==> src/fmb_regs.svh <==
`ifndef FMB_REGS_SVH
`define FMB_REGS_SVH

// ----------------------------------------------------------------
// timing
// ----------------------------------------------------------------
`define FMB_CLK_PERIOD_NS 10
`define FMB_AUTO_SB_NS 150
`define FMB_AUTO_SB_CYC \
  ((`FMB_AUTO_SB_NS + `FMB_CLK_PERIOD_NS - 1) / `FMB_CLK_PERIOD_NS)
`define FMB_AUTO_SB_W 5

// ----------------------------------------------------------------
// burst and page geometry
// ----------------------------------------------------------------
`define FMB_LAT_MIN 3'h2
`define FMB_LAT_MAX 3'h6
`define FMB_PAGE_LAST 2'h3
`define FMB_XING_LAST 5'h1f
`define FMB_GRP4_MASK 3'h3
`define FMB_GRP8_MASK 3'h7

// ----------------------------------------------------------------
// identification read offsets (low address byte)
// ----------------------------------------------------------------
`define FMB_ID_MAKER 8'h00
`define FMB_ID_DEVICE 8'h01
`define FMB_ID_PROT 8'h02

// ----------------------------------------------------------------
// bank split and reset values
// ----------------------------------------------------------------
`define FMB_BANK_SPLIT 21'h180000
`define FMB_CFG_RESET 10'h280
`define FMB_PIN_RESET 28'hfc00000

`endif

==> src/fmb_pkg.sv <==
package fmb_pkg;

  // ----------------------------------------------------------------
  // burst length selection
  // ----------------------------------------------------------------
  typedef enum logic [1:0] {
    FMB_LEN_4 = 2'h0,
    FMB_LEN_8 = 2'h1,
    FMB_LEN_CONT = 2'h2
  } fmb_len_t;

  // configuration bits steering the bus logic
  typedef struct packed {
    logic read_mode_select_bit;
    logic [2:0] latency;
    logic interleave;
    fmb_len_t burst_len;
    logic k_falling;
    logic wait_early;
    logic pd_en;
  } fmb_cfg_t;

  // external pins, all asynchronous to clk_sys
  typedef struct packed {
    logic ce_n;
    logic oe_n;
    logic we_n;
    logic latch_n;
    logic reset_powerdown_n;
    logic wp_n;
    logic clk_k;
    logic [4:0] upper_address_inputs;
    logic [15:0] muxed_addr_data_bus;
  } fmb_pins_t;

  // burst sequencer states, gray along idle-lat-data-wait
  typedef enum logic [1:0] {
    FMB_B_IDLE = 2'b00,
    FMB_B_LAT = 2'b01,
    FMB_B_DATA = 2'b11,
    FMB_B_WAIT = 2'b10
  } fmb_bst_t;

endpackage : fmb_pkg

==> src/fmb_bus_ctrl.sv <==
`timescale 1ns/1ps
`include "fmb_regs.svh"

// Overview of operation
// - async mode latches address from bus and upper inputs on latch rise
// - burst mode latches address on latch rise or selected clock edge
// - page mode loads four-word buffer, word picked by two low bits
// - id reads are single accesses, never multi-word bursts; status reads still burst
// - read data driven only while chip select and output gate low
// - write needs select and write low, gate high, reset and protect high
// - write data captured when write strobe or chip select rises first
// - glitches under about 10ns on select, write, gate are ignored
// - writes are asynchronous; burst clock ignored during write
// - burst waits two to six clocks then one word per clock
// - burst order linear or interleaved, length four, eight or endless
// - wait marks extra delay when crossing a 32-word boundary
// - array reads in one bank run while other bank programs
// - outputs float while output gate and write strobe both high
// - chip select high and controller idle gives standby, outputs float
// - page mode enters pseudo-standby after 150ns idle, outputs kept
// - power-down enabled and reset low floats outputs regardless
// - locked block is write protected while protect input is low
// - id mode offset 00h gives maker code, 01h device code
// - id mode offset 02h gives lock and protect status of block
// - unprotecting a locked block is refused unless protect input high
// - bus floats while deselected, gate high, or reset low
// - burst clock ignored in page reads and in writes
// - wait asserts in the wait cycle or one clock earlier
// - read mode bit 0 selects burst, 1 page, page after reset
module fmb_bus_ctrl import fmb_pkg::*; #(
  parameter logic [7:0] MAKER_CODE = 8'h5a,  // arbitrary value
  parameter logic [7:0] DEVICE_CODE = 8'hc3  // arbitrary value
) (
  input wire logic clk_sys,
  input wire logic rst_b,
  input wire fmb_pins_t pins_in,
  output logic [15:0] bus_out,
  output logic bus_oe,
  output logic wait_out,
  output logic wait_oe,
  input wire fmb_cfg_t cfg_in,
  input wire logic cfg_wr,
  input wire logic auto_select_instruction,
  output logic [20:0] array_addr,
  input wire logic [15:0] array_rd_data,
  input wire logic pe_busy,
  input wire logic pe_bank,
  input wire logic [15:0] pe_status,
  output logic wr_strobe,
  output logic [20:0] wr_addr,
  output logic [15:0] wr_data,
  output logic [8:0] blk_addr,
  input wire logic blk_protected,
  input wire logic blk_locked,
  output logic prog_inhibit,
  input wire logic unprotect_req,
  output logic unprotect_ok,
  output logic unprotect_refused,
  output logic standby,
  output logic auto_standby,
  output logic powerdown
);

  // ----------------------------------------------------------------
  // pin sampling
  // ----------------------------------------------------------------
  fmb_pins_t pf;
  fmb_pins_t pp_reg;

  fmb_sync_filt #(
    .W($bits(fmb_pins_t)),
    .RST_VAL(`FMB_PIN_RESET)
  ) u_sync (
    .clk_sys(clk_sys),
    .rst_b(rst_b),
    .async_in(pins_in),
    .filt_out(pf)
  );

  // ----------------------------------------------------------------
  // state
  // ----------------------------------------------------------------
  fmb_cfg_t cfg_reg, cfg_next;
  logic [20:0] addr_reg, addr_next;
  logic wr_act_reg, wr_act_next;
  logic wr_strobe_reg, wr_strobe_next;
  logic [20:0] wr_addr_reg, wr_addr_next;
  logic [15:0] wr_data_reg, wr_data_next;
  fmb_bst_t bst_reg, bst_next;
  logic [2:0] lat_reg, lat_next;
  logic [20:0] baddr_reg, baddr_next;
  logic [2:0] bstart_reg, bstart_next;
  logic [2:0] bcnt_reg, bcnt_next;
  logic xing_reg, xing_next;
  logic [15:0] out_reg, out_next;
  logic [18:0] ptag_reg, ptag_next;
  logic pvalid_reg, pvalid_next;
  logic ld_busy_reg, ld_busy_next;
  logic [1:0] ld_idx_reg, ld_idx_next;
  logic [15:0] page_reg [4];
  logic [15:0] page_next [4];
  logic [`FMB_AUTO_SB_W-1:0] as_cnt_reg, as_cnt_next;
  logic inhibit_reg, ok_reg, refused_reg, standby_reg;

  // ----------------------------------------------------------------
  // decoded pin events
  // ----------------------------------------------------------------
  logic burst_mode, k_edge, l_rise, wr_cond, start, advance;
  logic [20:0] addr_live, addr_cur, rd_addr, step_addr;
  logic [15:0] rd_word, arr_word;
  logic [2:0] lat_eff, grp_mask, cnt_inc, low_bits;
  logic pwrdn, locked_wp;

  assign burst_mode = !cfg_reg.read_mode_select_bit;
  assign k_edge = cfg_reg.k_falling ? (pp_reg.clk_k & !pf.clk_k) :
                  (!pp_reg.clk_k & pf.clk_k);
  assign l_rise = !pp_reg.latch_n & pf.latch_n;
  assign addr_live = {pf.upper_address_inputs, pf.muxed_addr_data_bus};
  assign addr_cur = pf.latch_n ? addr_reg : addr_live;
  assign wr_cond = !pf.ce_n & !pf.we_n & pf.oe_n & pf.reset_powerdown_n &
                   pf.wp_n;
  // burst starts on latch rise or on a clock edge with latch open
  assign start = burst_mode & !wr_act_reg & !pf.ce_n & pf.reset_powerdown_n &
                 (l_rise | (k_edge & !pf.latch_n));
  assign lat_eff = (cfg_reg.latency < `FMB_LAT_MIN) ? `FMB_LAT_MIN :
                   (cfg_reg.latency > `FMB_LAT_MAX) ? `FMB_LAT_MAX :
                   cfg_reg.latency;
  assign pwrdn = cfg_reg.pd_en & !pf.reset_powerdown_n;
  assign locked_wp = blk_locked & !pf.wp_n;

  // ----------------------------------------------------------------
  // address latch and configuration
  // ----------------------------------------------------------------
  always_comb begin
    addr_next = pf.latch_n ? addr_reg : addr_live;
    cfg_next = cfg_reg;
    if (cfg_wr) begin
      cfg_next = cfg_in;
    end
    if (!pf.reset_powerdown_n) begin
      cfg_next.read_mode_select_bit = 1'b1;
    end
  end

  // ----------------------------------------------------------------
  // write cycle capture
  // ----------------------------------------------------------------
  always_comb begin
    wr_act_next = wr_act_reg;
    wr_strobe_next = 1'b0;
    wr_addr_next = wr_addr_reg;
    wr_data_next = wr_data_reg;
    if (wr_act_reg) begin
      if (pf.ce_n | pf.we_n) begin
        wr_act_next = 1'b0;
        wr_strobe_next = 1'b1;
        wr_addr_next = addr_reg;
      end else begin
        wr_data_next = pf.muxed_addr_data_bus;
      end
    end else if (wr_cond) begin
      wr_act_next = 1'b1;
      wr_data_next = pf.muxed_addr_data_bus;
    end
  end

  // ----------------------------------------------------------------
  // read word selection
  // ----------------------------------------------------------------
  always_comb begin
    rd_addr = burst_mode ? baddr_reg : addr_cur;
    arr_word = burst_mode ? array_rd_data : page_reg[addr_cur[1:0]];
    rd_word = arr_word;
    if (auto_select_instruction) begin
      unique case (rd_addr[7:0])
        `FMB_ID_MAKER: rd_word = {8'h00, MAKER_CODE};
        `FMB_ID_DEVICE: rd_word = {8'h00, DEVICE_CODE};
        `FMB_ID_PROT: rd_word = {14'h0000, blk_locked, blk_protected};
        default: rd_word = 16'h0000;
      endcase
    end else if (pe_busy & ((rd_addr >= `FMB_BANK_SPLIT) == pe_bank)) begin
      rd_word = pe_status;
    end
    // other bank keeps plain array data with no stall
  end

  // ----------------------------------------------------------------
  // burst word stepping
  // ----------------------------------------------------------------
  always_comb begin
    grp_mask = (cfg_reg.burst_len == FMB_LEN_4) ? `FMB_GRP4_MASK :
               `FMB_GRP8_MASK;
    cnt_inc = bcnt_reg + 3'h1;
    low_bits = cfg_reg.interleave ? (bstart_reg ^ cnt_inc) :
               (bstart_reg + cnt_inc);
    if (cfg_reg.burst_len == FMB_LEN_CONT) begin
      step_addr = baddr_reg + 21'h000001;
    end else begin
      step_addr = {baddr_reg[20:3],
                   (baddr_reg[2:0] & ~grp_mask) | (low_bits & grp_mask)};
    end
  end

  // ----------------------------------------------------------------
  // burst sequencer
  // ----------------------------------------------------------------
  always_comb begin
    bst_next = bst_reg;
    lat_next = lat_reg;
    baddr_next = baddr_reg;
    bstart_next = bstart_reg;
    bcnt_next = bcnt_reg;
    xing_next = xing_reg;
    out_next = burst_mode ? out_reg : rd_word;
    advance = 1'b0;
    if (start) begin
      bst_next = FMB_B_LAT;
      lat_next = lat_eff;
      baddr_next = pf.latch_n ? addr_reg : addr_live;
      bstart_next = pf.latch_n ? addr_reg[2:0] : addr_live[2:0];
      bcnt_next = 3'h0;
      xing_next = 1'b0;
    end else if (pf.ce_n | !pf.reset_powerdown_n | !burst_mode) begin
      bst_next = FMB_B_IDLE;
    end else if (k_edge & !wr_act_reg) begin
      unique case (bst_reg)
        FMB_B_IDLE: bst_next = FMB_B_IDLE;
        FMB_B_LAT: begin
          lat_next = lat_reg - 3'h1;
          if (lat_reg <= 3'h1) begin
            advance = 1'b1;
          end
        end
        FMB_B_DATA: begin
          if (xing_reg) begin
            bst_next = FMB_B_WAIT;
            xing_next = 1'b0;
          end else begin
            advance = 1'b1;
          end
        end
        FMB_B_WAIT: advance = 1'b1;
      endcase
      if (advance) begin
        out_next = rd_word;
        baddr_next = step_addr;
        bcnt_next = cnt_inc;
        xing_next = (cfg_reg.burst_len == FMB_LEN_CONT) &
                    (baddr_reg[4:0] == `FMB_XING_LAST);
        bst_next = auto_select_instruction ? FMB_B_IDLE : FMB_B_DATA;
      end
    end
  end

  // ----------------------------------------------------------------
  // page buffer loader
  // ----------------------------------------------------------------
  always_comb begin
    ptag_next = ptag_reg;
    pvalid_next = pvalid_reg;
    ld_busy_next = ld_busy_reg;
    ld_idx_next = ld_idx_reg;
    page_next = page_reg;
    if (!pf.reset_powerdown_n | burst_mode) begin
      pvalid_next = 1'b0;
      ld_busy_next = 1'b0;
    end else if (ld_busy_reg) begin
      page_next[ld_idx_reg] = array_rd_data;
      ld_idx_next = ld_idx_reg + 2'h1;
      if (ld_idx_reg == `FMB_PAGE_LAST) begin
        ld_busy_next = 1'b0;
        pvalid_next = 1'b1;
      end
    end else if (!wr_act_reg & (!pvalid_reg | (addr_cur[20:2] != ptag_reg))) begin
      ptag_next = addr_cur[20:2];
      pvalid_next = 1'b0;
      ld_busy_next = 1'b1;
      ld_idx_next = 2'h0;
    end
  end

  // ----------------------------------------------------------------
  // automatic standby idle counter
  // ----------------------------------------------------------------
  always_comb begin
    as_cnt_next = as_cnt_reg;
    if (burst_mode | pf.ce_n | (pf != pp_reg)) begin
      as_cnt_next = '0;
    end else if (as_cnt_reg != `FMB_AUTO_SB_W'(`FMB_AUTO_SB_CYC)) begin
      as_cnt_next = as_cnt_reg + `FMB_AUTO_SB_W'(1);
    end
  end

  // ----------------------------------------------------------------
  // registers
  // ----------------------------------------------------------------
  always_ff @(posedge clk_sys or negedge rst_b) begin
    if (!rst_b) begin
      pp_reg <= `FMB_PIN_RESET;
      cfg_reg <= `FMB_CFG_RESET;
      addr_reg <= '0;
      wr_act_reg <= 1'b0;
      wr_strobe_reg <= 1'b0;
      wr_addr_reg <= '0;
      wr_data_reg <= '0;
      bst_reg <= FMB_B_IDLE;
      lat_reg <= 3'h0;
      baddr_reg <= '0;
      bstart_reg <= 3'h0;
      bcnt_reg <= 3'h0;
      xing_reg <= 1'b0;
      out_reg <= '0;
      ptag_reg <= '0;
      pvalid_reg <= 1'b0;
      ld_busy_reg <= 1'b0;
      ld_idx_reg <= 2'h0;
      page_reg <= '{default: 16'h0000};
      as_cnt_reg <= '0;
      inhibit_reg <= 1'b0;
      ok_reg <= 1'b0;
      refused_reg <= 1'b0;
      standby_reg <= 1'b0;
    end else begin
      pp_reg <= pf;
      cfg_reg <= cfg_next;
      addr_reg <= addr_next;
      wr_act_reg <= wr_act_next;
      wr_strobe_reg <= wr_strobe_next;
      wr_addr_reg <= wr_addr_next;
      wr_data_reg <= wr_data_next;
      bst_reg <= bst_next;
      lat_reg <= lat_next;
      baddr_reg <= baddr_next;
      bstart_reg <= bstart_next;
      bcnt_reg <= bcnt_next;
      xing_reg <= xing_next;
      out_reg <= out_next;
      ptag_reg <= ptag_next;
      pvalid_reg <= pvalid_next;
      ld_busy_reg <= ld_busy_next;
      ld_idx_reg <= ld_idx_next;
      page_reg <= page_next;
      as_cnt_reg <= as_cnt_next;
      inhibit_reg <= locked_wp;
      ok_reg <= unprotect_req & !locked_wp;
      refused_reg <= unprotect_req & locked_wp;
      standby_reg <= pf.ce_n & !pe_busy;
    end
  end

  // ----------------------------------------------------------------
  // outputs
  // ----------------------------------------------------------------
  // drive only on a read cycle; float otherwise
  assign bus_oe = !pf.ce_n & !pf.oe_n & pf.reset_powerdown_n & !pwrdn;
  assign wait_oe = bus_oe;
  assign bus_out = out_reg;
  assign wait_out = (bst_reg == FMB_B_WAIT) |
                    (cfg_reg.wait_early & (bst_reg == FMB_B_DATA) &
                     xing_reg);
  assign array_addr = ld_busy_reg ? {ptag_reg, ld_idx_reg} : rd_addr;
  assign wr_strobe = wr_strobe_reg;
  assign wr_addr = wr_addr_reg;
  assign wr_data = wr_data_reg;
  assign blk_addr = addr_cur[20:12];
  assign prog_inhibit = inhibit_reg;
  assign unprotect_ok = ok_reg;
  assign unprotect_refused = refused_reg;
  assign standby = standby_reg;
  assign auto_standby = (as_cnt_reg == `FMB_AUTO_SB_W'(`FMB_AUTO_SB_CYC));
  assign powerdown = pwrdn;

endmodule : fmb_bus_ctrl

==> src/fmb_sync_filt.sv <==
`timescale 1ns/1ps

// ----------------------------------------------------------------
// two-flop synchroniser plus two-sample agreement filter
// ----------------------------------------------------------------
module fmb_sync_filt #(
  parameter int W = 1,
  parameter logic [W-1:0] RST_VAL = '0
) (
  input wire logic clk_sys,
  input wire logic rst_b,
  input wire logic [W-1:0] async_in,
  output logic [W-1:0] filt_out
);

  logic [W-1:0] s1_reg;
  logic [W-1:0] s2_reg;
  logic [W-1:0] s3_reg;
  logic [W-1:0] out_reg;
  logic [W-1:0] out_next;

  // a bit changes only once two samples agree; single-sample pulses die
  always_comb begin
    out_next = (s2_reg & s3_reg) | (out_reg & (s2_reg | s3_reg));
  end

  always_ff @(posedge clk_sys or negedge rst_b) begin
    if (!rst_b) begin
      s1_reg <= RST_VAL;
      s2_reg <= RST_VAL;
      s3_reg <= RST_VAL;
      out_reg <= RST_VAL;
    end else begin
      s1_reg <= async_in;
      s2_reg <= s1_reg;
      s3_reg <= s2_reg;
      out_reg <= out_next;
    end
  end

  assign filt_out = out_reg;

endmodule : fmb_sync_filt

==> config.mk <==
export PLATFORM = sky130hd
export DESIGN_NAME = fmb_bus_ctrl
export DESIGN_NICKNAME = d
export VERILOG_FILES = /design/src/fmb_pkg.sv /design/src/fmb_bus_ctrl.sv /design/src/fmb_sync_filt.sv
export VERILOG_INCLUDE_DIRS = /design/src
export SDC_FILE = /design/constraint.sdc
export NUM_CORES = 1
export LEC_CHECK = 0
export ABC_AREA = 1
export BUFFER_PORTS_ARGS = -buffer_cell sky130_fd_sc_hd__buf_4
export CAP_MARGIN = 10
export CORE_MARGIN = 5
export CORE_UTILIZATION = 59
export CTS_CLUSTER_DIAMETER = 150
export DETAILED_ROUTE_END_ITERATION = 8
export GPL_TIMING_DRIVEN = 0
export PLACE_DENSITY = 0.8
export SLEW_MARGIN = 20
export SYNTH_ARGS = -nofsm -noshare
export SYNTH_HDL_FRONTEND = slang
export SYNTH_HIERARCHICAL = 1
export SYNTH_SLANG_ARGS = --single-unit
==> constraint.sdc <==
create_clock -name clk_sys -period 2.7 [get_ports clk_sys]
set_clock_uncertainty 0.05 [all_clocks]
set_input_delay 0.54 -clock clk_sys [delete_from_list [all_inputs] [get_ports clk_sys]]
set_output_delay 0.54 -clock clk_sys [all_outputs]
set_load 0.01 [all_outputs]
=== Yosys cells after proc, flatten, opt, wreduce, memory -nomap -nowiden ===
Index checks and enable logic that the tools add are counted.
W data, S select, Z words.

* Register bits: 355

* Add/subtract/negate cells: 6
* Magnitude comparators: 7
* Eq/ne operators: 18
* Mux-type cells: 77
* Bitwise logic cells: 48
* Reductions and logical operators: 41

{| class="wikitable"
|+ Operators by type and width
! operator !! number
|-
| $mux W16 || 14
|-
| $mux W21 || 8
|-
| $bwmux W64 || 1
|-
| $and A28 B28 Y28 || 2
|-
| $or A28 B28 Y28 || 2
|-
| $mux W3 || 13
|-
| $bmux W16 S2 || 1
|-
| $demux W16 S2 || 1
|-
| $ne A28 B28 Y1 || 1
|-
| $and A1 B1 Y1 || 26
|-
| $mux W1 || 25
|-
| $pmux W8 S3 || 1
|-
| $add A21 B1 Y21 const B || 1
|-
| $ge A21 B21 Y1 const B || 1
|-
| $ne A19 B19 Y1 || 1
|-
| $mux W2 || 8
|-
| $logic_not A1 Y1 || 15
|-
| $reduce_and A3 Y1 || 5
|-
| $reduce_bool A2 Y1 || 7
|-
| $mux W10 || 1
|-
| $mux W5 || 2
|-
| $reduce_and A2 Y1 || 5
|-
| $or A1 B1 Y1 || 9
|-
| $reduce_bool A3 Y1 || 3
|-
| 34 further kinds || 44
|}

=== Depth between registers and ports, before layout ===
* Word-level depth: 13
* Mapped depth: 15

=== Modules after synthesis ===
Netlist, hierarchy kept.

{| class="wikitable"
|+ By module, submodules not included
! module !! times used !! cells an instance !! area each (sq um) !! seq. area each (sq um)
|-
| fmb_bus_ctrl || 1 || 1,603 || 12,433.2 || 6,090.8
|-
| fmb_sync_filt || 1 || 224 || 3,288.2 || 2,832.7
|}

=== Least setup slack after synthesis ===
No wires, ideal clock.

* Path type: register to output
* Start point: register cfg_reg[9] (netlist bit)
* End point: output port array_addr[8]
* Arrival: 1.491 ns
* Setup slack: 0.619 ns
* Cell stages (with the launch flop): 6
* Cell sequence: dfstp_2 > buf_2 > clkbuf_1 > clkbuf_1 > a21oi_1 > a21oi_1

* Longest elaborated chain between the ends: 2

{| class="wikitable"
|+ Ends and longest elaborated chain
! item !! RTL line !! source
|-
| start, declared || fmb_bus_ctrl.sv:83 || <nowiki>fmb_cfg_t cfg_reg, cfg_next;</nowiki>
|-
| start signal, assigned || fmb_bus_ctrl.sv:300 || <nowiki>cfg_reg <= `FMB_CFG_RESET;</nowiki>
|-
| start signal, assigned || fmb_bus_ctrl.sv:325 || <nowiki>cfg_reg <= cfg_next;</nowiki>
|-
| $mux W21 || fmb_bus_ctrl.sv:171 || <nowiki>rd_addr = burst_mode ? baddr_reg : addr_cur;</nowiki>
|-
| $mux W21 || fmb_bus_ctrl.sv:361 || <nowiki>assign array_addr = ld_busy_reg ? {ptag_reg, ld_idx_reg} : rd_addr;</nowiki>
|-
| end, declared || fmb_bus_ctrl.sv:44 || <nowiki>output logic [20:0] array_addr,</nowiki>
|}

No other way between the ends.

=== Worst setup path after layout ===
* Start point: register cfg_reg[9] (netlist bit)
* End point: output port array_addr[17]

The elaborated chain is that of the path after synthesis.

==> run summary <==
In this run, placement finished with an instance count of 2335. Yosys mapped a number of flops with a built-in enable equal to 0. Synthesis produced a netlist whose cell count is 1827. The maximum count of clock buffers along a single path is 3. The worst setup path is captured at an output port. Number of distinct library cells after synthesis: 46. The vertical die dimension is 173 um, and the core outline area is 26100 um^2.

The final critical-path setup slack came out at -0.0855 ns. Clock tree synthesis selected as its root buffer the cell clkbuf_16. Final weighted congestion in routability-driven placement: 0.967. The smallest clock period supported by the final layout is computed as 2.79 ns. The number of flip-flops in the largest register came out at 64.

The post-detailed-route wirelength per cell is 18.9 um. The first TritonRoute pass finished after 6 iterations. The run finished, with violations left. Across the VDD grid, the largest voltage drop is 519 uV.

For the sequential element share of the synthesized area, the log shows 56.8%. For this run, the leading register cell type out of synthesis is dfrtp_1. For this design the ratio of total power to cell area is 869 nW/um^2. The number of I/O port buffers was 169; the total number of H-tree levels was 2. The number of antenna-violating nets in the routed design was 0.

After the flow finishes, the layout carries non-filler instances totaling 2437. Clock latency on the worst-skew pair, taken at its later pin, is 0.55 ns. A synthesized cell averages 8.60 um^2. Summed over all layers, the routed wires come to 46200 um.

The logs give 1922 for the net count after synthesis and 72000 um for the wire length of the first global-routing pass. The tools report the DRC violation count after routing as 0. The final reports fail on setup timing.

The clock slew at the register clock pins of the worst setup and hold paths works out to 0.06 ns. After legalization and detailed placement, the total HPWL measured 32300 um. The proportion of layout cells with a drive suffix above 1 is 22.1%, and the final period utilization is 103%. The logs give 30000 um^2 for the full die area and 13800 for the via total after detailed routing. The initial standard-cell utilization of the core is 60.2%, and the final hold violation count is 0.

In the layout the commonest cells are 489 x nand2_1, 322 x dfrtp_1, 217 x inv_1, 212 x buf_4, 162 x o21ai_0. The logs give 172 for the count of boundary I/O pins and 359 MHz for the highest clock rate. The max-capacitance violation count is 0, and the fraction of synthesized cell area taken by the top area cell type is 51.4%. For this run, asynchronously set or reset flops after synthesis account for 100%. The critical path is of the reg2out type.

Setup violations remaining at the end of the flow were counted as 6. The tools report the via count of the first global-routing pass as 13600. TritonCTS built the clock tree. After floorplanning, the core was divided into 59 placement rows. For this run, the number of Yosys warnings is 6. Leaving out fill and tap cells, the most frequent cell in the layout is nand2_1. In this run, the number of DRC markers left after iteration 0 of detailed routing was 1508.

The synthesized design contains 355 register bits. The final design utilization is 74.5%. The area growth from synthesis to layout is 23.8%. Number of buffers added by the clock tree synthesis step: 38.

The path class of the tightest hold or removal check is in2reg. Headroom to the max-slew limit came out at 51.8%. The total clock sinks was 355; the count of nets after finishing was 2171. In the routed layout, each cell is associated on average with a via count of 5.64. For the leakage power of the design, the log shows 0.00989 uW. Entering global routing, the biggest net connects 88 pins. For the initial antenna violation count, the log shows 0. Setup repair after global routing could not meet its margin everywhere.

The worst setup path is launched from a flop. In the global route stage, overall resource usage came out at 29.9%. For this run the aggregate overflow at the end of global routing stands at 0. STA puts the critical path data arrival time at 2.20 ns. dfrtp_1 takes more of the synthesized area than any other cell.

For the pin with the worst max-slew slack, the measured transition is 0.724 ns. The mapped netlist covers 15700 um^2. The final antenna diode count came out at 0. Of all nets on the critical path, the largest fanout is 10. Measured along the x axis, the die boundary spans 173 um. The final-report max-slew violation count was 0; the data required time at the worst endpoint was 2.11 ns. By area the synthesized netlist is led by dfrtp_1 51%, nand2_1 12%, o21ai_0 6.0%, dfstp_2 5.3%, inv_1 5.3%.
## report_power, final
part	leakage, uW	total [uW]	switching, uW	internal [uW]
Clock	0.000581	4980	2170	2810
Sequential	0.00423	7300	830	6470
Combinational	0.00508	4630	2680	1960
Total	0.00989	16900	5680	11200
## synthesized netlist by cell type (3+ instances only)
| library cell | count |
|---|---|
| a21oi_1 | 62 |
| buf_4 | 14 |
| nor3_1 | 12 |
| ha_1 | 15 |
| nand2_1 | 519 |
| nand3b_1 | 5 |
| inv_1 | 223 |
| dfrtp_1 | 323 |
| nor2_2 | 3 |
| buf_2 | 21 |
| buf_6 | 5 |
| nand2_2 | 9 |
| a31oi_1 | 5 |
| o21ai_1 | 26 |
| o21ai_2 | 13 |
| clkbuf_1 | 29 |
| xor2_1 | 18 |
| or2_2 | 8 |
| o22ai_1 | 15 |
| o21ai_0 | 189 |
| nand3_2 | 3 |
| dfstp_2 | 32 |
| nor2_1 | 126 |
| o211ai_1 | 4 |
| nand4_1 | 13 |
| xnor2_1 | 9 |
| inv_2 | 6 |
| nand3_1 | 97 |
## layer usage
metal | up-vias | track usage (%) | wire, um | part of all wire (%)
met1 | 6651 | 40.1 | 18300 | 40
met2 | 678 | 49.1 | 22100 | 48
met4 | 0 | 11.0 | 1880 | 4.1
li1 | 6298 | - | - | -
met3 | 129 | 5.52 | 3920 | 8.5
met5 | - | 0 | 0 | 0
## area by class of cell
| cell class | count | area [um^2] |
|---|---|---|
| plain buffers | 69 | 467 |
| clock buffers | 51 | 1030 |
| clock inverters | 15 | 150 |
| fillers | 1890 | 6680 |
| inverters | 229 | 865 |
| multi-input cells | 1172 | 5840 |
| flip-flops and latches | 355 | 8920 |
| well taps | 335 | 419 |
| repair buffers | 211 | 1760 |
## timing repair
item                       CTS  global route
hold endpoints to repair    52             0
pin swaps                    9            20
setup endpoints to repair   24            27
resized for setup           64            87
setup buffers               11            23
hold buffers                 1             0
gates cloned                 0             3
## final timing paths
path	from	endpoint	slack, ns	cells after the start
min	pins_in[14]	u_sync/s1_reg[14]	0.05	1
max	cfg_reg[9]	array_addr[17]	-0.09	7
max reg2reg	u_sync/filt_out[24]	bus_out[2]	0.09	11
min in group asynchronous	rst_b	u_sync/s1_reg[1]	0.46	2
min reg2reg	u_sync/s1_reg[1]	u_sync/s2_reg[1]	0.30	0
max in group asynchronous	rst_b	bstart_reg[2]	0.92	4
## metrics by stage
stage | setup TNS (ns) | power [uW] | hold slack, ns | area (um^2) | setup slack [ns]
floorplan | 0 | 9550 | 0.194 | 15700 | 0.619
CTS | -0.116 | 16600 | 0.0341 | 18900 | -0.0262
global route | -0.496 | 17800 | 0.0309 | 19500 | -0.129
finish | -0.181 | 16900 | 0.0458 | 19500 | -0.0855
global placement | -735.46 | 11300 | 0.283 | 17400 | -2.20
detailed placement | -0.0739 | 11500 | 0.285 | 17500 | -0.0379
## critical path, cell delays in order (launching register included)
cell	delay (ns)
dfstp_2	0.60
inv_1	0.12
buf_6	0.18
clkbuf_8	0.19
a21oi_2	0.15
o21ai_1	0.08
o21ai_1	0.14
buf_4	0.17
## logic make-up after synthesis
logic type | share of synthesized area (%)
buf+inv | 7.93
fa+ha+maj | 1.32
simple gates | 21.1
compound gates | 11.1
mux | 0.207
xor+xnor | 1.50
flops | 56.8
Power figures use the tool's default switching activity.
